--- src/can_cfg_pkg.sv ---
package can_cfg_pkg;
   // ------------------------------------------------------------
   // register offsets
   // ------------------------------------------------------------
   localparam logic [7:0] OFS_TIMING = 8'h00;
   localparam logic [7:0] OFS_FLT_EN = 8'h04;
   localparam logic [7:0] OFS_PTR_LOW = 8'h08;
   localparam logic [7:0] OFS_PRESCALE = 8'h0c;
   localparam logic [7:0] OFS_STATUS = 8'h10;
   // ------------------------------------------------------------
   // field positions
   // ------------------------------------------------------------
   localparam int POS_WAKE_FILTER = 14;
   localparam int POS_PH2_LEN = 8;
   localparam int POS_PH2_SEL = 7;
   localparam int POS_TRIPLE = 6;
   localparam int POS_PH1_LEN = 3;
   localparam int POS_PROP_LEN = 0;
   localparam int PTR_WIDTH = 4;
   // writable bits of the timing register: 14, 10-0
   localparam logic [15:0] TIMING_MASK = 16'h47ff;
   // ------------------------------------------------------------
   // reset values
   // ------------------------------------------------------------
   localparam logic [15:0] RST_TIMING = 16'h0000;
   localparam logic [15:0] RST_FLT_EN = 16'h003f;
   localparam logic [15:0] RST_PTR_LOW = 16'h0000;
   localparam logic [5:0] RST_PRESCALE = 6'h00;
   // ------------------------------------------------------------
   // timing
   // ------------------------------------------------------------
   localparam int CLK_PERIOD_NS = 25;
   localparam int WAKE_FILTER_NS = 100;
   // least time, rounded up
   localparam int WAKE_FILTER_CYCLES = (WAKE_FILTER_NS + CLK_PERIOD_NS - 1) / CLK_PERIOD_NS;
   // information processing time in quanta, as a length field value
   localparam logic [2:0] INFO_PROCESSING_TIME_FIELD = 3'h1;
   typedef enum logic [1:0] {SEG_SYNC, SEG_PROP, SEG_PH1, SEG_PH2} seg_state_t;
endpackage

--- src/can_line_sampler.sv ---
`timescale 1ns/10ps
module can_line_sampler
   import can_cfg_pkg::*;
#(
   parameter int FILTER_CYCLES = WAKE_FILTER_CYCLES
)
(
   input wire logic pclk,
   input wire logic presetn,
   input wire logic rx_pin,
   input wire logic sample_point,
   input wire logic triple_sample_select,
   input wire logic wake_line_filter_select,
   output logic bit_value,
   output logic wake_event
);
   logic sync_a;
   logic sync_b;
   logic [2:0] hist;
   logic filtered;
   logic [7:0] stable_cnt;
   logic wake_src;
   logic wake_prev;

   // ------------------------------------------------------------
   // pin synchroniser
   // ------------------------------------------------------------
   always_ff @(posedge pclk or negedge presetn)
      if (!presetn)
      begin
         sync_a <= 1'b1;
         sync_b <= 1'b1;
      end
      else
      begin
         sync_a <= rx_pin;
         sync_b <= sync_a;
      end

   always_ff @(posedge pclk or negedge presetn)
      if (!presetn)
         hist <= 3'h7;
      else
         hist <= {hist[1:0], sync_b};

   // ------------------------------------------------------------
   // sampling at the sample point
   // ------------------------------------------------------------
   always_ff @(posedge pclk or negedge presetn)
      if (!presetn)
         bit_value <= 1'b1;
      else if (sample_point)
      begin
         if (triple_sample_select)
            bit_value <= (hist[0] & hist[1]) | (hist[0] & hist[2]) | (hist[1] & hist[2]);
         else
            bit_value <= hist[0];
      end

   // ------------------------------------------------------------
   // line filter: level must hold a while before it counts
   // ------------------------------------------------------------
   always_ff @(posedge pclk or negedge presetn)
      if (!presetn)
      begin
         stable_cnt <= 8'h00;
         filtered <= 1'b1;
      end
      else if (hist[0] == filtered)
         stable_cnt <= 8'h00;
      else if (stable_cnt >= 8'(FILTER_CYCLES - 1))
      begin
         filtered <= hist[0];
         stable_cnt <= 8'h00;
      end
      else
         stable_cnt <= stable_cnt + 8'h01;

   // glitches shorter than the filter time never wake when filtered
   assign wake_src = wake_line_filter_select ? filtered : hist[0];

   always_ff @(posedge pclk or negedge presetn)
      if (!presetn)
         wake_prev <= 1'b1;
      else
         wake_prev <= wake_src;

   assign wake_event = wake_prev & ~wake_src;
endmodule // can_line_sampler

--- src/can_bit_timing_filter_routing.sv ---
// Chosen here: the register addresses and register access over APB.
`timescale 1ns/10ps
module can_bit_timing_filter_routing
   import can_cfg_pkg::*;
#(
   parameter int FILTER_COUNT = 16,
   parameter int FILTER_CYCLES = WAKE_FILTER_CYCLES
)
(
   input wire logic pclk,
   input wire logic presetn,
   input wire logic psel,
   input wire logic penable,
   input wire logic pwrite,
   input wire logic [7:0] paddr,
   input wire logic [31:0] pwdata,
   output logic [31:0] prdata,
   output logic pready,
   output logic pslverr,
   input wire logic rx_pin,
   input wire logic [FILTER_COUNT-1:0] filter_hit,
   input wire logic hit_valid,
   output logic [FILTER_COUNT-1:0] enabled_hit,
   output logic store_valid,
   output logic [PTR_WIDTH-1:0] store_buffer,
   output logic sample_point,
   output logic bit_end,
   output logic bit_value,
   output logic wake_event
);
   logic [15:0] bit_timing_config_two;
   logic [15:0] filter_enable;
   logic [15:0] filter_buffer_pointer_low;
   logic [5:0] quantum_prescaler;
   logic [6:0] tq_cnt;
   logic tq_tick;
   seg_state_t state;
   logic [2:0] seg_cnt;
   logic [2:0] ph2_eff;
   logic [2:0] seg_last;
   logic mapped;
   logic wr_en;
   logic [31:0] next_rdata;
   logic [4:0] bit_tq;

   // ------------------------------------------------------------
   // helpers
   // ------------------------------------------------------------
   function automatic logic [2:0] field3(input logic [15:0] r, input int pos);
      field3 = r[pos +: 3];
   endfunction

   function automatic logic [2:0] max3(input logic [2:0] a, input logic [2:0] b);
      max3 = (a > b) ? a : b;
   endfunction

   // ------------------------------------------------------------
   // apb slave, zero wait states
   // ------------------------------------------------------------
   assign pready = 1'b1;
   assign mapped = (paddr == OFS_TIMING) || (paddr == OFS_FLT_EN) ||
      (paddr == OFS_PTR_LOW) || (paddr == OFS_PRESCALE) || (paddr == OFS_STATUS);
   assign pslverr = psel & penable & ~mapped;
   assign wr_en = psel & penable & pwrite & mapped;

   always_ff @(posedge pclk or negedge presetn)
      if (!presetn)
         bit_timing_config_two <= RST_TIMING;
      else if (wr_en && paddr == OFS_TIMING)
         bit_timing_config_two <= pwdata[15:0] & TIMING_MASK;

   always_ff @(posedge pclk or negedge presetn)
      if (!presetn)
         filter_enable <= RST_FLT_EN;
      else if (wr_en && paddr == OFS_FLT_EN)
         filter_enable <= pwdata[15:0];

   always_ff @(posedge pclk or negedge presetn)
      if (!presetn)
         filter_buffer_pointer_low <= RST_PTR_LOW;
      else if (wr_en && paddr == OFS_PTR_LOW)
         filter_buffer_pointer_low <= pwdata[15:0];

   always_ff @(posedge pclk or negedge presetn)
      if (!presetn)
         quantum_prescaler <= RST_PRESCALE;
      else if (wr_en && paddr == OFS_PRESCALE)
         quantum_prescaler <= pwdata[5:0];

   always_comb
   begin
      next_rdata = 32'h0000_0000;
      case (paddr)
         OFS_TIMING: next_rdata[15:0] = bit_timing_config_two;
         OFS_FLT_EN: next_rdata[15:0] = filter_enable;
         OFS_PTR_LOW: next_rdata[15:0] = filter_buffer_pointer_low;
         OFS_PRESCALE: next_rdata[5:0] = quantum_prescaler;
         OFS_STATUS: next_rdata = {16'h0000, 5'h00, ph2_eff, 2'h0, bit_tq, bit_value};
         default: next_rdata = 32'h0000_0000;
      endcase
   end

   // read data latched in the setup cycle, stable through access
   always_ff @(posedge pclk or negedge presetn)
      if (!presetn)
         prdata <= 32'h0000_0000;
      else if (psel && !penable && !pwrite)
         prdata <= next_rdata;

   // ------------------------------------------------------------
   // time quantum
   // ------------------------------------------------------------
   assign tq_tick = (tq_cnt == {quantum_prescaler, 1'b1});

   always_ff @(posedge pclk or negedge presetn)
      if (!presetn)
         tq_cnt <= 7'h00;
      else if (tq_tick || tq_cnt > {quantum_prescaler, 1'b1})
         tq_cnt <= 7'h00;
      else
         tq_cnt <= tq_cnt + 7'h01;

   // ------------------------------------------------------------
   // bit segments
   // ------------------------------------------------------------
   // with the ph2 select bit clear, ph2 follows the greater of phase one and the processing time live; a change mid bit takes effect at once
   assign ph2_eff = bit_timing_config_two[POS_PH2_SEL] ?
      field3(bit_timing_config_two, POS_PH2_LEN) :
      max3(field3(bit_timing_config_two, POS_PH1_LEN), INFO_PROCESSING_TIME_FIELD);

   assign bit_tq = 5'h04 + 5'(field3(bit_timing_config_two, POS_PROP_LEN)) +
      5'(field3(bit_timing_config_two, POS_PH1_LEN)) + 5'(ph2_eff);

   always_comb
   begin
      case (state)
         SEG_PROP: seg_last = field3(bit_timing_config_two, POS_PROP_LEN);
         SEG_PH1: seg_last = field3(bit_timing_config_two, POS_PH1_LEN);
         SEG_PH2: seg_last = ph2_eff;
         default: seg_last = 3'h0;
      endcase
   end

   always_ff @(posedge pclk or negedge presetn)
      if (!presetn)
      begin
         state <= SEG_SYNC;
         seg_cnt <= 3'h0;
      end
      else if (tq_tick)
      begin
         if (seg_cnt >= seg_last)
         begin
            seg_cnt <= 3'h0;
            case (state)
               SEG_SYNC: state <= SEG_PROP;
               SEG_PROP: state <= SEG_PH1;
               SEG_PH1: state <= SEG_PH2;
               SEG_PH2: state <= SEG_SYNC;
               default: state <= SEG_SYNC;
            endcase
         end
         else
            seg_cnt <= seg_cnt + 3'h1;
      end

   assign sample_point = tq_tick && state == SEG_PH1 && seg_cnt >= seg_last;
   assign bit_end = tq_tick && state == SEG_PH2 && seg_cnt >= seg_last;

   can_line_sampler #(
      .FILTER_CYCLES(FILTER_CYCLES)
   ) u_sampler (
      .pclk(pclk),
      .presetn(presetn),
      .rx_pin(rx_pin),
      .sample_point(sample_point),
      .triple_sample_select(bit_timing_config_two[POS_TRIPLE]),
      .wake_line_filter_select(bit_timing_config_two[POS_WAKE_FILTER]),
      .bit_value(bit_value),
      .wake_event(wake_event)
   );

   // ------------------------------------------------------------
   // acceptance gating and routing
   // ------------------------------------------------------------
   // only filters zero to three carry a pointer here; lowest wins
   always_ff @(posedge pclk or negedge presetn)
      if (!presetn)
      begin
         enabled_hit <= '0;
         store_valid <= 1'b0;
         store_buffer <= '0;
      end
      else
      begin
         enabled_hit <= hit_valid ? (filter_hit & filter_enable[FILTER_COUNT-1:0]) : '0;
         store_valid <= hit_valid && |(filter_hit[3:0] & filter_enable[3:0]);
         if (hit_valid)
         begin
            if (filter_hit[0] && filter_enable[0])
               store_buffer <= filter_buffer_pointer_low[3:0];
            else if (filter_hit[1] && filter_enable[1])
               store_buffer <= filter_buffer_pointer_low[7:4];
            else if (filter_hit[2] && filter_enable[2])
               store_buffer <= filter_buffer_pointer_low[11:8];
            else if (filter_hit[3] && filter_enable[3])
               store_buffer <= filter_buffer_pointer_low[15:12];
         end
      end
endmodule // can_bit_timing_filter_routing

--- config.mk ---
export PLATFORM = sky130hd
export DESIGN_NAME = can_bit_timing_filter_routing
export DESIGN_NICKNAME = d
export VERILOG_FILES = /design/src/can_cfg_pkg.sv /design/src/can_line_sampler.sv /design/src/can_bit_timing_filter_routing.sv
export SDC_FILE = /design/constraint.sdc
export NUM_CORES = 1
export LEC_CHECK = 0
export BUFFER_PORTS_ARGS = -buffer_cell sky130_fd_sc_hd__buf_2
export CORE_ASPECT_RATIO = 1.75
export CORE_MARGIN = 8
export CORE_UTILIZATION = 45
export DETAILED_ROUTE_END_ITERATION = 10
export GPL_TIMING_DRIVEN = 0
export PLACE_DENSITY_LB_ADDON = 0.1
export SLEW_MARGIN = 0
export SYNTH_ARGS = -nofsm -noshare
export SYNTH_HDL_FRONTEND = slang
export SYNTH_SLANG_ARGS = --single-unit
export TNS_END_PERCENT = 1
--- constraint.sdc ---
create_clock -name pclk -period 4.8 [get_ports pclk]
set_input_delay 0 -clock pclk [delete_from_list [all_inputs] [get_ports pclk]]
set_output_delay 0 -clock pclk [all_outputs]
set_load 0.02 [all_outputs]
==> results.toml <==
[outcome]
outcome = "complete, no violations"

[placement]
place_area_um2 = 6158
place_worst_setup_slack_ns = 1.540
dp_hpwl_um = 10250
place_congestion = 0.8372
port_buffers = 87

[detailed_routing]
num_vias = 4072
antenna_left = 0
detail_route.drc_violations = 0
finalWirelength_um = 13890
avgRoutedWirePerCell_um = 17.94
drt-initial-drc-count = 166
dr.pass1.iters = 4
viasPerCell = 5.261

[timing]
hold_violations = 0
tightest_slew_ns = 1.028
skew_ns = 0.006249
max_slew_margin_pct = 30.82
fin_ws_ns = 1.549
fin_crit_ns = 3.251
fmax_mhz = 307.6
post-route-period-util_pct = 67.73
finalMaxSlewViolations = 0
fin_setup_tns_ns = 0
setup_viol = 0
rsz0062_at_grt = "false"

[clocking]
cts_setup_buffers = 0
clk_path_buf_depth = 2
path_clk_slew_ns = 0.06
cts_made_buffers = 17
hold_buffers = 38
cts.sinks = 115
clkLatencyLatePin_ns = 0.42
htree_levels = 4
cts_root_buf = "clkbuf_16"
cts_resized = 0
tritoncts = "done"

[worst_hold_path]
hold_class = "input pin to flip-flop"

[final_layout]
final_cell_mix = "dfrtp_1 (101), buf_2 (88), mux2_2 (62), dlygate4sd3_1 (38), nor2_1 (29)"
area_growth_syn_to_layout_pct = 30.50
finalInstanceArea_um2 = 7098
fill_cells = 1052
nets = 710
diodes = 0
seq_area_um2 = 2895
layout_commonest_cell = "dfrtp_1"
final_core_util_pct = 59.47
drive_above_1_share_pct = 34.85
multi_input_area_um2 = 2338

[synthesis]
synth_top_area_cell = "dfrtp_1"
synth_area_um2 = 5439
synth_cells = 458
synth_top_area_share_pct = 46.47
async_flop_share_pct = 100.0
synth_ff_type = "dfrtp_1"
seq_area_frac_synth_pct = 53.23
synth-seq-cells = 115
synth_edf_count = 0
ys_types = 48
postSynthAreaPerCell_um2 = 11.88
ys_warn_count = 0
synth.area.top_cells = "dfrtp_1 (46%), mux2_2 (13%), dfstp_2 (6.8%)"

[setup_path]
endpoint_kind = "flip-flop"
cp_max_fo = 6
cp-start-kind = "flip-flop"
arrival_ns = 3.55
required_ns = 5.10
crit_type = "flip-flop to flip-flop"

[global_routing]
grt_pass1_vias = 4409
grt_use_total_pct = 18.19
antenna_found_initial = 0
grt_max_degree = 102
grt_pass1_wl_um = 22630
grt_remaining_overflow = 0

[pwr]
powerDensity_nw_per_um2 = 373.5
ir_drop_v = 0.0003133
p_leak_nw = 3.617
seq_power_share_pct = 40.4
clkPwrFrac_pct = 44.5
p_int_w = 0.001889
power.switching_w = 0.0007622
p_sw_share_pct = 28.75
pwr-share-comb_pct = 15.1

[die]
num_rows = 53
io_pins = 122
die_h_um = 161.4
fp.dieW_um = 99.11
initial_core_util_pct = 45.57
coreArea_um2 = 11940
dieArea_um2 = 16000

[job]
max-cap-violations = 0
-- stage by stage --
| step | power [W] | hold WS, ns | std cells |
|---|---|---|---|
| 6_report | 0.002651 | 0.02067 | 774 |
| 5_1_grt | 0.002778 | 0.05122 | 774 |
| 4_1_cts | 0.002685 | 0.01038 | 774 |
| 3_5_place_dp | 0.001472 | -0.1553 | 704 |
| 3_3_place_gp | 0.001454 | 0.1062 | 703 |
| 2_1_floorplan | 0.001333 | -0.2956 | 479 |
-- cell families after synthesis --
group	Yosys count	share of synthesized area (%)
buffers and inverters	58	5.222
adder cells (fa/ha/maj)	23	5.843
multiplexers	72	14.68
flip-flops	115	53.23
other	2	0.1381
AND/OR/NAND/NOR	111	10.40
XOR/XNOR	7	1.127
AO/OA/AOI/OAI	70	9.363
-- cell usage after synthesis (5+ instances only) --
cell        n
ha_1       19
a21oi_1     5
a31oi_1     6
nand2_1    28
nand2b_1    5
o31ai_1    10
inv_1      24
mux2i_1    10
nand3_1    10
nor3_1      5
nor2_1     29
dfstp_2    14
mux2_2     62
clkbuf_1   13
and3_1     18
dfrtp_1   101
a22oi_1    19
buf_4      17
o21ai_0     8
-- critical path, cell delays in order, from the launching register on --
cell and delay (ns):
dfrtp_1 0.32, clkbuf_1 0.26, mux2_2 0.42, fa_1 0.39, inv_1 0.09, fa_1 0.42
inv_1 0.07, ha_1 0.15, fa_1 0.41, mux2_2 0.28, a221o_1 0.32
-- worst paths after layout --
check                                                      from                     endpoint  slack (ns)  cells past startpoint
max                        bit_timing_config_two[7]$_DFFE_PN0P_        prdata[4]$_DFFE_PN0P_        1.55                     10
min                                               filter_hit[2]     enabled_hit[2]$_DFF_PN0_        0.02                      3
max reg2reg                bit_timing_config_two[7]$_DFFE_PN0P_        prdata[4]$_DFFE_PN0P_        1.55                     10
min reg2reg                          u_sampler.sync_b$_DFF_PN1_  u_sampler.hist[0]$_DFF_PN1_        0.36                      0
max in group asynchronous                               presetn        prdata[3]$_DFFE_PN0P_        3.61                      3
min in group asynchronous                               presetn     enabled_hit[9]$_DFF_PN0_        0.18                      3
-- state kept, by name, indices dropped and copies added, names as in the netlist --
register,count
bit_timing_config_two,12
enabled_hit,16
filter_buffer_pointer_low,16
filter_enable,16
prdata,16
quantum_prescaler,6
seg_cnt,3
state,2
store_buffer,4
store_valid,1
tq_cnt,7
u_sampler.bit_value,1
u_sampler.filtered,1
u_sampler.hist,3
u_sampler.stable_cnt,8
u_sampler.sync_a,1
u_sampler.sync_b,1
u_sampler.wake_prev,1
-- area by class of cell --
| class | count | share of cell area, % |
|---|---|---|
| plain buffers | 34 | 2.732 |
| clock buffers | 18 | 6.187 |
| clock inverters | 14 | 1.692 |
| inverters | 24 | 1.269 |
| multi-input cells | 306 | 32.95 |
| flip-flops and latches | 115 | 40.79 |
| well taps | 137 | 2.415 |
| repair buffers | 126 | 11.97 |
-- power groups by stage --
stage	Sequential [W]	Clock, W	Combinational (W)
after floorplan	0.00110	0	0.000235
after global placement	0.00109	0	0.000367
after detailed placement	0.00109	0	0.000383
after CTS	0.00107	0.00121	0.000406
after global routing	0.00108	0.00124	0.000454
final	0.00107	0.00118	0.000401
-- layer usage --
| metal | vias to the layer above | GRT usage [%] | wire length, um |
|---|---|---|---|
| li1 | 1931 | - | - |
| met3 | 28 | 4.138 | 634 |
| met2 | 98 | 33.91 | 7783 |
| met1 | 2015 | 18.33 | 5067 |
| met4 | 0 | 8.934 | 400 |
| met5 | - | 0 | 0 |
Note: power is estimated with default switching activity, not from simulation.
